[config.mk]
export PLATFORM = sky130hd
export DESIGN_NAME = dmacr_top
export DESIGN_NICKNAME = d
export VERILOG_FILES = /design/src/dmacr_irq.v /design/src/dmacr_top.v
export VERILOG_INCLUDE_DIRS = /design/src
export SDC_FILE = /design/constraint.sdc
export NUM_CORES = 1
export LEC_CHECK = 0
export ABC_AREA = 0
export ABC_CLOCK_PERIOD_IN_PS = 10300
export BUFFER_PORTS_ARGS = -buffer_cell sky130_fd_sc_hd__buf_2
export CAP_MARGIN = 30
export CORE_AREA = 2 2 181 183
export CTS_BUF_LIST = sky130_fd_sc_hd__clkbuf_8
export DETAILED_ROUTE_END_ITERATION = 8
export DIE_AREA = 0 0 183 185
export PLACE_DENSITY = 0.67
export SLEW_MARGIN = 20
export SYNTH_ARGS = -nofsm -noshare
export SYNTH_HDL_FRONTEND = slang
export SYNTH_HIERARCHICAL = 1
export SYNTH_SLANG_ARGS = --single-unit
[constraint.sdc]
create_clock -name i_clk_sys -period 10.3 [get_ports i_clk_sys]
set_input_delay 1.03 -clock i_clk_sys [delete_from_list [all_inputs] [get_ports i_clk_sys]]
set_output_delay 1.03 -clock i_clk_sys [all_outputs]
set_load 0.01 [all_outputs]
[src/dmacr_regs.vh]
// register map and constants of the dma channel register slice
// What this block does
// - a 32-bit read/write destination start address, zero at reset.
// - source size: 16-bit byte count, zero at reset, bits 31:16 read 0.
// - the source size is a plain byte count; all ones is 65,535 bytes.
// - destination size: 16-bit byte count, zero at reset, top half 0.
// - a read-only 16-bit source pointer, zero at reset, top half reads 0.
// - in pattern-detect mode a pattern match resets the source pointer.
// - source done when pointer reaches size, half empty at half size.
// - block complete when the larger size is moved or on a match.
`ifndef DMACR_REGS_VH
`define DMACR_REGS_VH
`define DMACR_OFF_DST_START 8'h00
`define DMACR_OFF_SRC_SIZE 8'h04
`define DMACR_OFF_DST_SIZE 8'h08
`define DMACR_OFF_SRC_PTR 8'h0c
`define DMACR_OFF_CTRL 8'h10
`define DMACR_OFF_STAT 8'h14
`define DMACR_OFF_MASK 8'h18
`define DMACR_CTRL_EN 0
`define DMACR_CTRL_PAT 1
`define DMACR_FLAG_SDONE 7
`define DMACR_FLAG_SHALF 6
`define DMACR_FLAG_BLOCK 3
`define DMACR_FLAG_IMPL 8'hc8
`define DMACR_RST_WORD 32'h0000_0000
`define DMACR_RST_HALF 16'h0000
`define DMACR_RST_FLAGS 8'h00
`define DMACR_RST_CTRL 2'b00
`define DMACR_RST_COUNT 17'h00000
`endif

[src/dmacr_irq.v]
// sticky event flags, mask and level interrupt
`timescale 1ns/1ps
`include "dmacr_regs.vh"
module dmacr_irq (
  input wire i_clk_sys,
  input wire i_rst_n,
  input wire [7:0] i_set,
  input wire i_clr_we,
  input wire [7:0] i_clr_data,
  input wire i_mask_we,
  input wire [7:0] i_mask_data,
  output reg [7:0] o_status,
  output reg [7:0] o_mask,
  output wire o_irq
);
  wire [7:0] clr;
  assign clr = i_clr_we ? i_clr_data : 8'h00;

  // set wins over write-one-to-clear
  always @(posedge i_clk_sys or negedge i_rst_n) begin
    if (!i_rst_n) begin
      o_status <= `DMACR_RST_FLAGS;
      o_mask <= `DMACR_RST_FLAGS;
    end else begin
      o_status <= ((o_status & ~clr) | i_set) & `DMACR_FLAG_IMPL;
      if (i_mask_we) begin
        o_mask <= i_mask_data & `DMACR_FLAG_IMPL;
      end
    end
  end

  assign o_irq = |(o_status & o_mask);
endmodule // dmacr_irq

[src/dmacr_top.v]
// apb register slice and byte engine of one dma channel
//
// The address map and register access over APB were chosen for this implementation.
`timescale 1ns/1ps
`include "dmacr_regs.vh"
module dmacr_top (
  input wire i_clk_sys,
  input wire i_rst_n,
  input wire i_psel,
  input wire i_penable,
  input wire i_pwrite,
  input wire [7:0] i_paddr,
  input wire [31:0] i_pwdata,
  output reg [31:0] o_prdata,
  output wire o_pready,
  output reg o_pslverr,
  input wire [31:0] i_src_start,
  output wire o_src_req,
  output wire [31:0] o_src_addr,
  output wire [31:0] o_dst_addr,
  input wire i_src_ack,
  input wire [2:0] i_src_nbytes,
  input wire i_pattern_match,
  output wire o_busy,
  output wire o_irq
);
  reg [31:0] dst_start;
  reg [15:0] src_size;
  reg [15:0] dst_size;
  reg [15:0] src_ptr;
  reg [15:0] dst_ptr;
  reg [16:0] moved;
  reg [1:0] ctrl;
  wire [7:0] status;
  wire [7:0] mask;
  wire [7:0] events;
  reg [31:0] next_prdata;

  wire setup;
  wire wr;
  wire [16:0] next_src_ptr;
  wire [16:0] next_dst_ptr;
  wire [16:0] next_moved;
  wire [16:0] block_len;
  wire [15:0] src_half;
  wire step;
  wire pat_hit;
  wire ev_sdone;
  wire ev_shalf;
  wire ev_block;
  wire ev_ddone;
  wire ev_moved;
  wire wr_dst_start;
  wire wr_src_size;
  wire wr_dst_size;
  wire wr_ctrl;
  wire wr_stat;
  wire wr_mask;

  function mapped;
    input [7:0] addr;
    begin
      case (addr)
        `DMACR_OFF_DST_START,
        `DMACR_OFF_SRC_SIZE,
        `DMACR_OFF_DST_SIZE,
        `DMACR_OFF_SRC_PTR,
        `DMACR_OFF_CTRL,
        `DMACR_OFF_STAT,
        `DMACR_OFF_MASK: mapped = 1'b1;
        default: mapped = 1'b0;
      endcase
    end
  endfunction

  function [16:0] add_bytes;
    input [15:0] base;
    input [2:0] nb;
    begin
      add_bytes = {1'b0, base} + {14'h0000, nb};
    end
  endfunction

  // apb: zero wait states, read data captured in the setup phase
  assign o_pready = 1'b1;
  assign setup = i_psel & ~i_penable;
  assign wr = i_psel & i_penable & i_pwrite & mapped(i_paddr);

  // write strobes, one per writable register
  assign wr_dst_start = wr & (i_paddr == `DMACR_OFF_DST_START);
  assign wr_src_size = wr & (i_paddr == `DMACR_OFF_SRC_SIZE);
  assign wr_dst_size = wr & (i_paddr == `DMACR_OFF_DST_SIZE);
  assign wr_ctrl = wr & (i_paddr == `DMACR_OFF_CTRL);
  assign wr_stat = wr & (i_paddr == `DMACR_OFF_STAT);
  assign wr_mask = wr & (i_paddr == `DMACR_OFF_MASK);

  // read mux
  always @* begin
    next_prdata = `DMACR_RST_WORD;
    case (i_paddr)
      `DMACR_OFF_DST_START: next_prdata = dst_start;
      `DMACR_OFF_SRC_SIZE: next_prdata = {16'h0000, src_size};
      `DMACR_OFF_DST_SIZE: next_prdata = {16'h0000, dst_size};
      `DMACR_OFF_SRC_PTR: next_prdata = {16'h0000, src_ptr};
      `DMACR_OFF_CTRL: next_prdata = {30'h00000000, ctrl};
      `DMACR_OFF_STAT: next_prdata = {24'h000000, status};
      `DMACR_OFF_MASK: next_prdata = {24'h000000, mask};
      default: next_prdata = `DMACR_RST_WORD;
    endcase
  end

  always @(posedge i_clk_sys or negedge i_rst_n) begin
    if (!i_rst_n) begin
      o_prdata <= `DMACR_RST_WORD;
      o_pslverr <= 1'b0;
    end else if (setup) begin
      o_pslverr <= ~mapped(i_paddr);
      o_prdata <= next_prdata;
    end
  end

  // engine arithmetic
  assign src_half = src_size >> 1;
  assign block_len = (src_size > dst_size) ? {1'b0, src_size} :
    {1'b0, dst_size};
  assign next_src_ptr = add_bytes(src_ptr, i_src_nbytes);
  assign next_dst_ptr = add_bytes(dst_ptr, i_src_nbytes);
  assign next_moved = moved + {14'h0000, i_src_nbytes};
  assign o_busy = ctrl[`DMACR_CTRL_EN] & (block_len != 17'h00000);
  assign o_src_req = o_busy;
  assign step = o_src_req & i_src_ack;
  assign o_src_addr = i_src_start + {16'h0000, src_ptr};
  assign o_dst_addr = dst_start + {16'h0000, dst_ptr};
  assign pat_hit = ctrl[`DMACR_CTRL_EN] & ctrl[`DMACR_CTRL_PAT] &
    i_pattern_match;

  // size used directly as byte count, all ones is 65,535
  assign ev_sdone = step & (next_src_ptr >= {1'b0, src_size});
  assign ev_shalf = step & (src_ptr < src_half) &
    (next_src_ptr >= {1'b0, src_half});
  // destination wrap and moved byte count
  assign ev_ddone = step & (next_dst_ptr >= {1'b0, dst_size});
  assign ev_moved = step & (next_moved >= block_len);
  assign ev_block = pat_hit | ev_moved;

  assign events = {ev_sdone, ev_shalf, 2'b00, ev_block, 3'b000};

  always @(posedge i_clk_sys or negedge i_rst_n) begin
    if (!i_rst_n) begin
      dst_start <= `DMACR_RST_WORD;
      src_size <= `DMACR_RST_HALF;
      dst_size <= `DMACR_RST_HALF;
    end else begin
      if (wr_dst_start) begin
        dst_start <= i_pwdata;
      end
      if (wr_src_size) begin
        src_size <= i_pwdata[15:0];
      end
      if (wr_dst_size) begin
        dst_size <= i_pwdata[15:0];
      end
    end
  end

  // control; hardware stop loses to a software write
  always @(posedge i_clk_sys or negedge i_rst_n) begin
    if (!i_rst_n) begin
      ctrl <= `DMACR_RST_CTRL;
    end else if (wr_ctrl) begin
      ctrl <= i_pwdata[1:0];
    end else if (ev_block) begin
      ctrl[`DMACR_CTRL_EN] <= 1'b0;
    end
  end

  // source pointer; software restart of the channel rewinds it
  always @(posedge i_clk_sys or negedge i_rst_n) begin
    if (!i_rst_n) begin
      src_ptr <= `DMACR_RST_HALF;
    end else if (wr_ctrl) begin
      src_ptr <= `DMACR_RST_HALF;
    end else if (ev_block) begin
      src_ptr <= `DMACR_RST_HALF;
    end else if (ev_sdone) begin
      src_ptr <= `DMACR_RST_HALF;
    end else if (step) begin
      src_ptr <= next_src_ptr[15:0];
    end
  end

  // destination pointer and moved byte count
  always @(posedge i_clk_sys or negedge i_rst_n) begin
    if (!i_rst_n) begin
      dst_ptr <= `DMACR_RST_HALF;
      moved <= `DMACR_RST_COUNT;
    end else if (wr_ctrl || ev_block) begin
      dst_ptr <= `DMACR_RST_HALF;
      moved <= `DMACR_RST_COUNT;
    end else if (step) begin
      if (ev_ddone) begin
        dst_ptr <= `DMACR_RST_HALF;
      end else begin
        dst_ptr <= next_dst_ptr[15:0];
      end
      moved <= next_moved;
    end
  end

  // sticky flags, mask and interrupt
  dmacr_irq u_irq (
    .i_clk_sys(i_clk_sys),
    .i_rst_n(i_rst_n),
    .i_set(events),
    .i_clr_we(wr_stat),
    .i_clr_data(i_pwdata[7:0]),
    .i_mask_we(wr_mask),
    .i_mask_data(i_pwdata[7:0]),
    .o_status(status),
    .o_mask(mask),
    .o_irq(o_irq)
  );
endmodule // dmacr_top

== After elaboration in Yosys (flattened, before gate mapping) ==
Index checks and enable logic that the tools add are counted.
Widths: inputs -> output; s select.
Word-level totals
  word-level logic and storage cells: 79
  output and inout port bits: 101
  register bits after elaboration: 154
  input bits: 82
Operators by class
  mux-type cells: 16
  reduce and logical (&&, ||, !) cells: 8
  $lt $le $gt $ge: 6
  bitwise logic cells: 26
  equality and inequality tests: 6
  add/sub/neg operators: 5
Operator list (number)
  $pmux 32 s7: 1
  $mux 16: 8
  $add 32x16->32: 2
  $ge 17x16->1: 3
  $add 16x3->17: 2
  $mux 17: 2
  $eq 8x5->1 const B: 3
  $and 1x1->1: 19
  $add 17x3->17: 1
  $ge 17x15->1: 1
  $reduce_bool 17->1: 1
  $and 8x8->8: 2
  $eq 8x4->1 const B: 2
  $gt 16x16->1: 1
  $lt 16x15->1: 1
  $eq 8x3->1 const B: 1
  $logic_not 8->1: 1
  $mux 8: 1
  $not 8->8: 1
  $or 8x8->8: 1
  $reduce_or 8->1: 1
  $reduce_or 7->1: 1
  $mux 1: 4
  $reduce_bool 2->1: 2
  other kinds (4): 5

== Longest topological paths before layout ==
Gate-level depths: netlist of run 1.
  depth after elaboration: 9
  depth in mapped cells: 18

== Modules after synthesis ==
Netlist of run 1, hierarchy kept.
By module, submodules not included
  dmacr_top: times used 1, sequential area each 3703.6 µm², cells each 1403, area each 12249.2 µm²
  dmacr_irq: times used 1, sequential area each 150.1 µm², cells each 28, area each 310.3 µm²

== Least setup slack after synthesis of run 1 ==
Ideal clock, no wire load.
  path type: input-to-reg
  start: input port i_src_nbytes[0]
  end: register dst_ptr[6]
  path slack: 5.897 ns
  buffers on the path: 2
  data required time: 10.173 ns
  data arrival time: 4.276 ns
  stages on the path: 17
  path through: ha_1 -> fa_1 -> a21o_1 -> and4_1 -> clkbuf_1 -> and3_1 -> and3_1 -> xor2_1 -> ha_1 -> nand4_1 -> nor4_1 -> nor2_1 -> o21ai_1 -> nor2_1 -> buf_2 -> nand4b_1 -> a31oi_1
On the way
  longest elaborated chain between the ends: 6
Ends and longest elaborated chain
  from (decl): line dmacr_top.v:22  | input wire [2:0] i_src_nbytes,
  $add 16x3->17 or $add 17x3->17 (tied branches): line dmacr_top.v:80, dmacr_top.v:128
  $ge 17x16->1 (on tied branches): line dmacr_top.v:142, dmacr_top.v:143
  $and 1x1->1 (on tied branches): line dmacr_top.v:142, dmacr_top.v:143
  $mux 16 or $or 1x1->1 (tied branches): line dmacr_top.v:201, dmacr_top.v:144
  $mux 16 or $logic_or 1x1->1 (tied branches): line dmacr_top.v:200, dmacr_top.v:197
  $mux 16 or $reduce_bool 2->1 (tied branches)
  to (signal assigned): line dmacr_top.v:198  | dst_ptr <= `DMACR_RST_HALF;
  to (signal assigned): line dmacr_top.v:202  | dst_ptr <= `DMACR_RST_HALF;
  to (signal assigned): line dmacr_top.v:204  | dst_ptr <= next_dst_ptr[15:0];
  to (decl): line dmacr_top.v:31  | reg [15:0] dst_ptr;
Parallel ways exist; a longest one is shown, timed or not. The select of a mux whose other input is x is not followed.
A chain may end at the register's enable or synchronous reset.

== Worst setup path after layout of run 1 ==
  start: register src_size[1]
  end: register dst_ptr[2]
On the way
  longest elaborated chain between the ends: 9
Ends and longest elaborated chain
  from (decl): line dmacr_top.v:28  | reg [15:0] src_size;
  from (signal assigned): line dmacr_top.v:151  | src_size <= `DMACR_RST_HALF;
  from (signal assigned): line dmacr_top.v:158  | src_size <= i_pwdata[15:0];
  $gt 16x16->1: line dmacr_top.v:124  | assign block_len = (src_size > dst_size) ? {1'b0, src_size} :
  $mux 16 *: line dmacr_top.v:124
  parallel branches: the longest is 7 deep, another holds $ge 17x16->1
Mark *: on every way between the ends. The select of a mux whose other input is x is not followed.

==> results of run 1 <==
per-stage QoR:
step	total power [mW]	cells	setup WS, ns	util (%)	hold slack [ns]
after floorplan	1.17	1439	5.90	-	0.467
final	1.86	1999	5.01	44.3	0.330
after global placement	1.36	1962	5.15	42.8	0.444
after global routing	1.98	1999	4.76	44.3	0.319
after detailed placement	1.38	1964	5.11	42.9	0.453
after CTS	1.86	1996	5.07	44.2	0.476
critical path: stages (launching register included):
cell and delay [ns]:
dfrtp_1 0.51, ha_1 0.35, nor2b_1 0.13, o211ai_1 0.09, a2111o_1 0.43, a31oi_4 0.77, mux2_2 0.42, ha_1 0.19
nand2b_1 0.13, a21oi_1 0.12, o31ai_1 0.11, a2111oi_4 0.60, nor2_4 0.25, o21ai_2 0.59, buf_4 0.38, a21oi_1 0.07
state kept, by name (all words and copies together), names as in the netlist:
register        cells
u_irq/o_status      3
u_irq/o_mask        3
o_pslverr           1
dst_ptr            16
dst_start          32
moved              17
o_prdata           32
src_size           16
ctrl                2
dst_size           16
src_ptr            16
metal layers:
layer	global-route usage (%)	vias up	wire length, um
met5	0	-	13
met4	7.26	2	1040
li1	-	5544	-
met2	37.9	307	18600
met1	30.6	5654	17400
met3	4.11	70	2030
final cells by class:
class,count,share of cell area [%]
multi-input cells,1146,57.3
flip-flops and latches,154,27.2
repair buffers,195,7.34
well taps,408,3.60
inverters,63,1.67
clock buffers,17,1.65
clock inverters,15,1.28
diodes,1,0.0176
cell usage in the layout, fill, tap and decap left out, types with 44 or more instances in the layout:
cell     count
buf_2      180
dfrtp_1    154
nand2_1    140
ha_1       134
a21oi_1    109
nand3_1     82
nor2_1      78
o21ai_0     69
inv_1       63
xor2_1      49
mux2_2      48
xnor2_1     44
worst max-delay path by stage:
| stage | startpoint | endpoint | slack [ns] | cells after the start |
|---|---|---|---|---|
| after floorplan | i_src_nbytes[0] | dst_ptr[6] | 5.90 | 17 |
| after global placement | src_size[1] | dst_ptr[15] | 5.15 | 15 |
| after detailed placement | src_size[1] | dst_ptr[5] | 5.11 | 15 |
| after CTS | src_size[1] | dst_ptr[5] | 5.07 | 15 |
| after global routing | dst_size[9] | dst_ptr[3] | 4.76 | 15 |
| final | src_size[1] | dst_ptr[2] | 5.01 | 15 |
power by group:
part           switching [mW]  internal, mW  total [mW]  leakage [nW]
sequential             0.0719         0.646       0.717          1.98
clock                   0.295         0.185       0.480         0.205
combinational           0.378         0.282       0.660          4.75
total                   0.745          1.11        1.86          6.93
==> summary.txt, run 1 <==
Post-CTS setup buffer count -> 0
Post-route cell area -> 14200 um^2
FF+latch area -> 3850 um^2
CP Class -> reg2reg
Port buffer count -> 181
Vias/cell -> 5.79
Max frequency -> 189 MHz
Clock Sinks -> 154
Min-delay worst type -> in2async
WP data required -> 10.66 ns
Drt drc -> 0
Tcrit/Tclk final -> 51.4%
Syn avg cell area -> 8.78 um^2
Max_cap viols -> 0
Die area -> 33900 um^2
Placer Congestion -> 0.948
Layout cell share with drive strength beyond 1 -> 19.3%
Vias in the first global route -> 11.0k
Post-CTS resize count -> 0
HPWL after DPL -> 29800 um
Skew final -> 0.0189 ns
Hold buffer count at cts -> 0
GRT Residual Overflow -> 0
Total GRT Usage -> 23.0%
Largest net degree at the start of global routing -> 96
CTS tree -> yes
Number of DRC markers in iteration 0 -> 908
Crit-path max FO -> 34
Multi-input logic area -> 8130 um^2
Synth Instances -> 1430
Reg-to-reg slack, setup -> 5.01 ns
Final Slew Violations -> 0
Initial Utilization -> 39.2%
First-pass GRT wire length -> 60800 um
RSZ-0062 raised after global routing -> no
Std cell rows -> 66
Initial antenna violation count -> 2
Slew HR -> 39.7%
Overall routed net length -> 39000 um
Layout fillers -> 3148
Routed WL per cell -> 19.5 um
ANT nets after route -> 0
R2R Path Start -> src_size[1]
Crit. End Element -> flip-flop
Final setup fails -> 0
Crit path time final -> 5.29 ns
IO Pins -> 183
Worst-margin pin slew -> 0.904 ns
Nets -> 1798
Via count -> 11.6k
TNS Setup -> 0 ns
Worst r2r path cells -> 15
1st-pass router iterations -> 6
CP startpoint kind -> flip-flop
Core area -> 32000 um^2
Pwr Density -> 131 nW/um^2
DP Area -> 13700 um^2
Critical R2R Capture -> dst_ptr[2]
Netlist Area Pre-Place -> 12600 um^2
Status -> complete, no violations
CTS Buffer Depth -> 2
Total CTS buffers -> 17
Clock Tree Root -> clkbuf_8
P&R area growth vs syn -> 13.0%
Final Hold Vio Count -> 0
Worst skew pair latency -> 0.49 ns
Leak Pwr -> 6.93 nW
Worst IR Drop VDD -> 73.8 uV
Clock transition at path regs -> 0.12 ns
WP data arrival -> 5.65 ns
Ys Warns -> 6
Die Y-Extent -> 185 um
H-tree depth -> 4
Width of the chip -> 183 um
Note: power is estimated with default switching activity, not from simulation.
==> run 2: changes to the inputs <==
--- a/config.mk
+++ b/config.mk
@@ -6,8 +6,8 @@
 export SDC_FILE = /design/constraint.sdc
 export NUM_CORES = 1
 export LEC_CHECK = 0
-export ABC_AREA = 0
-export ABC_CLOCK_PERIOD_IN_PS = 10300
+export ABC_AREA = 1
+export ABC_CLOCK_PERIOD_IN_PS = 5400
 export BUFFER_PORTS_ARGS = -buffer_cell sky130_fd_sc_hd__buf_2
 export CAP_MARGIN = 30
 export CORE_AREA = 2 2 181 183
==> constraint.sdc (replaced) <==
create_clock -name i_clk_sys -period 5.4 [get_ports i_clk_sys]
set_input_delay 0.54 -clock i_clk_sys [delete_from_list [all_inputs] [get_ports i_clk_sys]]
set_output_delay 0.54 -clock i_clk_sys [all_outputs]
set_load 0.01 [all_outputs]
==> summary.txt, run 2 <==
CP Class -> reg2reg
Ys Warns -> 6 (unchanged)
Critical path origin -> dst_size[2]
HPWL after DPL -> 30500 um (+2.4%)
Routed WL per cell -> 16.8 um (-14%)
Max frequency -> 230 MHz (+22%)
Cell Int Power -> 1.68 mW (+51%)
Status -> complete, no violations
Total GRT Usage -> 23.5% (+0.52 points)
Pwr Density -> 163 nW/um^2 (+25%)
Initial antenna violation count -> 0 (-2)
Slew HR -> 42.5% (+2.7 points)
Clock Tree Root -> clkbuf_8
Total CTS buffers -> 17 (unchanged)
Vias in the first global route -> 11.7k (+6.3%)
Placer Congestion -> 0.919 (-3.1%)
WP data required -> 5.73 ns (-4.93 ns)
Final Hold Vio Count -> 0 (unchanged)
Most common cell after layout, fill and taps aside -> nand2_1
Clock Sinks -> 154 (unchanged)
Std cell rows -> 66 (unchanged)
Drt drc -> 0 (unchanged)
Number of DRC markers in iteration 0 -> 865 (-4.7%)
Biggest regs -> dst_start: 32 flops, o_prdata: 32 flops, moved: 17 flops
P&R area growth vs syn -> 13.5%
Crit. End Element -> flip-flop
Commonest cells after routing, fill and taps aside -> nand2_1, inv_1, buf_2
Post-CTS resize count -> 0 (unchanged)
Pre-CTS setup slack -> 1.02 ns (-4.09 ns)
Clock power share -> 39.7% (+14 points)
Leak Pwr -> 7.64 nW (+10%)
GRT Residual Overflow -> 0 (unchanged)
Initial Utilization -> 39.5% (+0.27 points)
CP startpoint kind -> flip-flop
Netlist Area Pre-Place -> 12600 um^2 (+0.70%)
Via count -> 12.2k (+5.3%)
Sequential Power Share -> 49.3% (+11 points)
Worst skew pair latency -> 0.49 ns (about the same)
Die Y-Extent -> 185 um (unchanged)
ANT nets after route -> 0 (unchanged)
Crit-path max cell delay -> 0.51 ns (-0.26 ns)
Min-delay worst type -> in2reg
Slack of the critical path -> 1.06 ns (-3.95 ns)
Switching power -> 0.668 mW (-10%)
Most used cell, CP -> nand2_1
1st-pass router iterations -> 5 (-1)
Max_cap viols -> 0 (unchanged)
Worst-margin pin slew -> 0.862 ns (-0.0421 ns)
Skew final -> 0.0200 ns (+0.00115 ns)
CTS Buffer Depth -> 2 (unchanged)
Critical Path Slowest Stage Cell -> buf_4
Final Slew Violations -> 0 (unchanged)
First-pass GRT wire length -> 62500 um (+2.7%)
Antenna Cells -> 0 (-1)
Nets -> 2105 (+17%)
WP data arrival -> 4.67 ns (-0.98 ns)
Net Sw Frac -> 28.5% (-12 points)
Vias/cell -> 5.29 (-8.7%)
Final setup fails -> 0 (unchanged)
RSZ-0062 raised after global routing -> no
IO Pins -> 183 (unchanged)
CTS tree -> yes
Largest net degree at the start of global routing -> 74 (-23%)
Port buffer count -> 181 (unchanged)
Layout cell share with drive strength beyond 1 -> 14.3% (-5.0 points)
R2R Path Start -> dst_size[2]
Clock transition at path regs -> 0.10 ns (-0.02 ns)
Width of the chip -> 183 um (unchanged)
Crit path time final -> 4.34 ns (-0.951 ns)
Synth Instances -> 1721 (+20%)
Syn avg cell area -> 7.35 um^2 (-16%)
Tcrit/Tclk final -> 80.4% (+29 points)
Crit-path max FO -> 48 (+41%)
Core area -> 32000 um^2 (unchanged)
Reg-to-reg slack, setup -> 1.06 ns (-3.95 ns)
TNS Setup -> 0 ns (unchanged)
Overall routed net length -> 38800 um (-0.64%)
Worst IR Drop VDD -> 153 uV (+110%)
Die area -> 33900 um^2 (unchanged)
H-tree depth -> 4 (unchanged)
Gate power share -> 11.0% (-25 points)
Hold Path Origin -> i_pwdata[19]
[run 2: area by class of cell]
| type | instances | area, um^2 |
|---|---|---|
| Clock inverter | 14 | 156 |
| Clock buffer | 18 | 248 |
| Tap cell | 408 | 510 |
| Sequential cell | 154 | 3850 |
| Fill cell | 3312 | 17700 |
| Inverter | 200 | 751 |
| Multi-Input combinational cell | 1312 | 7720 |
| Timing Repair Buffer | 199 | 1110 |
[run 2: path summary, 6_finish.rpt]
check / endpoint / cells after the start
worst max-delay path: moved[12] / 29
worst min-delay path: dst_start[19] / 2
min in group asynchronous: dst_ptr[8] / 2
worst min register to register: o_prdata[22] / 2
max in group asynchronous: src_ptr[15] / 4
worst max register to register: moved[12] / 29
[run 2: timing repair]
action / 4_1_cts / 5_1_grt
hold buffers: 1 / 0
endpoints found under the hold margin: 11 / 0
setup buffers: 0 / 0
setup endpoints to repair: 0 / 0
[run 2: stage by stage]
stage	power [mW]	instances	hold slack [ns]	cell area [um^2]	util [%]
floorplan	1.32	1730	0.244	12700	-
finish	2.35	2305	0.280	14400	44.8
global placement	1.43	2267	0.366	13800	43.2
detailed placement	1.43	2269	0.368	13900	43.3
CTS	2.37	2302	0.249	14300	44.6
global route	2.45	2305	0.250	14400	44.8
[run 2: worst max-delay path, delay by kind of cell, from the launching register on]
kind | cells | cell delay [ns]
and+or+nand+nor | 21 | 2.13
adders and majority gates | 2 | 0.57
buffers and inverters | 4 | 0.81
DFF | 1 | 0.43
AOI/OAI and AO/OA | 2 | 0.22
[run 2: per-layer routing]
metal	vias to the layer above	routed length, um	share of wire (%)	track usage, %
met5	-	0	0	0
met4	0	1050	2.7	8.29
met3	47	2180	5.6	2.89
met2	412	17700	46	38.5
met1	5681	17800	46	32.0
li1	6047	-	-	-
[run 2: power by group through the flow]
stage	Sequential, mW	Combinational (mW)	Clock [mW]
2_1_floorplan	1.18	0.139	0
3_3_place_gp	1.18	0.250	0
3_5_place_dp	1.18	0.253	0
4_1_cts	1.16	0.255	0.954
5_1_grt	1.16	0.293	0.997
6_report	1.16	0.258	0.931
==> run 3: changes to the inputs <==
--- a/config.mk
+++ b/config.mk
@@ -6,15 +6,15 @@
 export SDC_FILE = /design/constraint.sdc
 export NUM_CORES = 1
 export LEC_CHECK = 0
-export ABC_AREA = 1
-export ABC_CLOCK_PERIOD_IN_PS = 5400
+export ABC_AREA = 0
+export ABC_CLOCK_PERIOD_IN_PS = 3600
 export BUFFER_PORTS_ARGS = -buffer_cell sky130_fd_sc_hd__buf_2
 export CAP_MARGIN = 30
 export CORE_AREA = 2 2 181 183
 export CTS_BUF_LIST = sky130_fd_sc_hd__clkbuf_8
 export DETAILED_ROUTE_END_ITERATION = 8
 export DIE_AREA = 0 0 183 185
-export PLACE_DENSITY = 0.67
+export PLACE_DENSITY = 0.69
 export SLEW_MARGIN = 20
 export SYNTH_ARGS = -nofsm -noshare
 export SYNTH_HDL_FRONTEND = slang
==> constraint.sdc (replaced) <==
create_clock -name i_clk_sys -period 3.6 [get_ports i_clk_sys]
set_input_delay 0.36 -clock i_clk_sys [delete_from_list [all_inputs] [get_ports i_clk_sys]]
set_output_delay 0.36 -clock i_clk_sys [all_outputs]
set_load 0.01 [all_outputs]
==> summary.txt, run 3 (synthesis results as in run 1) <==
P&R area growth vs syn -> 30.5%
Final Slew Violations -> 0 (unchanged)
HPWL after DPL -> 30500 um (+0.12%)
Layout cell share with drive strength beyond 1 -> 34.2% (+20 points)
Critical path origin -> dst_size[14]
Clock Sinks -> 154 (unchanged)
Via count -> 12.5k (+2.7%)
Overall routed net length -> 41400 um (+6.8%)
Most common cell after layout, fill and taps aside -> buf_2
Vias/cell -> 5.79 (+9.5%)
Net Sw Frac -> 39.8% (+11 points)
Initial Utilization -> 39.2% (-0.27 points)
Vias in the first global route -> 11.8k (+1.3%)
Worst-margin pin slew -> 0.722 ns (-0.140 ns)
Placer Congestion -> 0.918 (-0.14%)
Total GRT Usage -> 23.5% (about the same)
CP startpoint kind -> flip-flop
Tcrit/Tclk final -> 110% (+30 points)
Crit. End Element -> flip-flop
Worst skew pair latency -> 0.49 ns (about the same)
Die area -> 33900 um^2 (unchanged)
Final setup fails -> 50 (+50)
Cell Int Power -> 3.58 mW (+110%)
CTS tree -> yes
DP Area -> 14800 um^2 (+6.7%)
Sequential Power Share -> 34.1% (-15 points)
WP data required -> 3.96 ns (-1.77 ns)
Switching power -> 2.36 mW (+250%)
Routed WL per cell -> 19.1 um (+14%)
Crit path time final -> 3.96 ns (-0.381 ns)
Status -> finished with violations
Largest net degree at the start of global routing -> 101 (+36%)
Hold Path Origin -> i_pwdata[26]
Drt drc -> 0 (unchanged)
Max_cap viols -> 0 (unchanged)
Biggest regs -> dst_start: 32 flops, o_prdata: 32 flops, moved: 17 flops
Violated checks -> negative setup slack
Min-delay worst type -> in2reg
Clock Tree Root -> clkbuf_8
CTS Buffer Depth -> 2 (unchanged)
Post-route cell area -> 16400 um^2 (+14%)
Core area -> 32000 um^2 (unchanged)
Max frequency -> 253 MHz (+9.6%)
CP Class -> reg2reg
Port buffer count -> 181 (unchanged)
Number of DRC markers in iteration 0 -> 1134 (+31%)
Grt met1 use -> 31.4% (-0.57 points)
Pwr Density -> 363 nW/um^2 (+120%)
Gate power share -> 42.0% (+31 points)
WP data arrival -> 4.32 ns (-0.35 ns)
Skew final -> 0.0223 ns (+0.00226 ns)
Global-route met3 utilization -> 3.60% (+0.71 points)
Antenna Cells -> 0 (unchanged)
Leak Pwr -> 7.84 nW (+2.7%)
Hold slack -> 0.0743 ns (-0.206 ns)
Slack of the critical path -> -0.359 ns (-1.42 ns)
H-tree depth -> 4 (unchanged)
Width of the chip -> 183 um (unchanged)
Clock transition at path regs -> 0.12 ns (+0.02 ns)
Initial antenna violation count -> 0 (unchanged)
Slew HR -> 51.9% (+9.4 points)
R2R Path Start -> dst_size[14]
Clock power share -> 23.9% (-16 points)
Commonest cells after routing, fill and taps aside -> buf_2, buf_4, dfrtp_1
Final core utilization -> 51.1% (+6.4 points)
TNS Setup -> -14.42 ns (-14.42 ns)
Die Y-Extent -> 185 um (unchanged)
Nets -> 1962 (-6.8%)
Gr busiest metal -> met2
Final Hold Vio Count -> 0 (unchanged)
1st-pass router iterations -> 5 (unchanged)
GRT met2 Usage -> 38.6% (+0.11 points)
Std cell rows -> 66 (unchanged)
GRT Residual Overflow -> 0 (unchanged)
Total CTS buffers -> 17 (unchanged)
Crit-path max FO -> 8 (-83%)
Worst IR Drop VDD -> 240 uV (+56%)
IO Pins -> 183 (unchanged)
ANT nets after route -> 0 (unchanged)
RSZ-0062 raised after global routing -> yes
First-pass GRT wire length -> 62900 um (+0.72%)
==> run 3: cell types whose count changed in the layout (fill, tap and decap cells not counted), sizes merged, moves of 14 or more <==
| cell | change |
|---|---|
| a21o | +17 |
| mux2 | +39 |
| o21ai | -34 |
| nor2 | -42 |
| inv | -139 |
| nor3 | +16 |
| nand3 | -37 |
| nand4b | +14 |
| and3 | +24 |
| nand2 | -289 |
| xnor2 | +21 |
| xor2 | -22 |
| buf | +157 |
| a31oi | +21 |
==> run 3: per-layer routing <==
metal / part of all wire (%) / up-vias
li1: - / 5890
met1: 43 / 6092
met2: 47 / 450
met3: 6.3 / 80
met4: 3.2 / 0
met5: 0 / -
==> run 3: stage by stage <==
| step | power (mW) | setup slack, ns | std cells |
|---|---|---|---|
| 2_1_floorplan | 3.34 | -0.0832 | 1439 |
| 3_3_place_gp | 4.12 | -0.149 | 2092 |
| 3_5_place_dp | 4.19 | -0.217 | 2094 |
| 4_1_cts | 5.63 | -0.125 | 2135 |
| 5_1_grt | 6.29 | -0.427 | 2162 |
| 6_report | 5.94 | -0.359 | 2162 |
==> run 3: final cells by class <==
cell class	count	area, um^2
multi-input combinational	1146	8890
tap	408	510
sequential	154	3860
inverter	63	236
clock buffer	17	234
fill	2899	15700
clock inverter	15	194
timing repair buffer	359	2460
==> run 3: path summary, 6_finish.rpt <==
kind,to,slack (ns),cells past startpoint
worst max-delay path,src_ptr[15],-0.36,18
worst min-delay path,dst_start[26],0.07,3
worst max register to register,src_ptr[15],-0.36,18
worst min register to register,o_prdata[19],0.47,2
max in group asynchronous,o_prdata[14],2.24,3
min in group asynchronous,dst_start[1],0.40,2
==> run 3: power groups by stage <==
stage | combinational (mW) | sequential, mW | clock, mW
6_report | 2.50 | 2.03 | 1.42
2_1_floorplan | 1.35 | 1.99 | 0
3_3_place_gp | 2.08 | 2.04 | 0
5_1_grt | 2.73 | 2.05 | 1.51
3_5_place_dp | 2.15 | 2.04 | 0
4_1_cts | 2.19 | 2.01 | 1.44
==> run 3: repair_timing <==
item | 4_1_cts | 5_1_grt
hold endpoints to repair | 54 | 0
setup endpoints to repair | 70 | 85
resized for setup | 47 | 129
hold buffers | 1 | 0
buffers inserted | 7 | 23
gates cloned | 1 | 4
pin swaps | 25 | 55
==> run 3: worst max-delay path, cell delays in order, from the launching register on <==
cell and delay [ns]:
dfrtp_1 0.40, inv_2 0.06, ha_4 0.26, nand4_1 0.22
a2111o_1 0.51, a31oi_4 0.17, buf_12 0.16, mux2_4 0.32
ha_4 0.15, nand2b_4 0.14, a21oi_4 0.16, o31ai_4 0.08
a2111oi_4 0.47, nor2_4 0.07, buf_6 0.14, o21ai_4 0.16
buf_12 0.16, clkbuf_16 0.15, a21oi_1 0.04
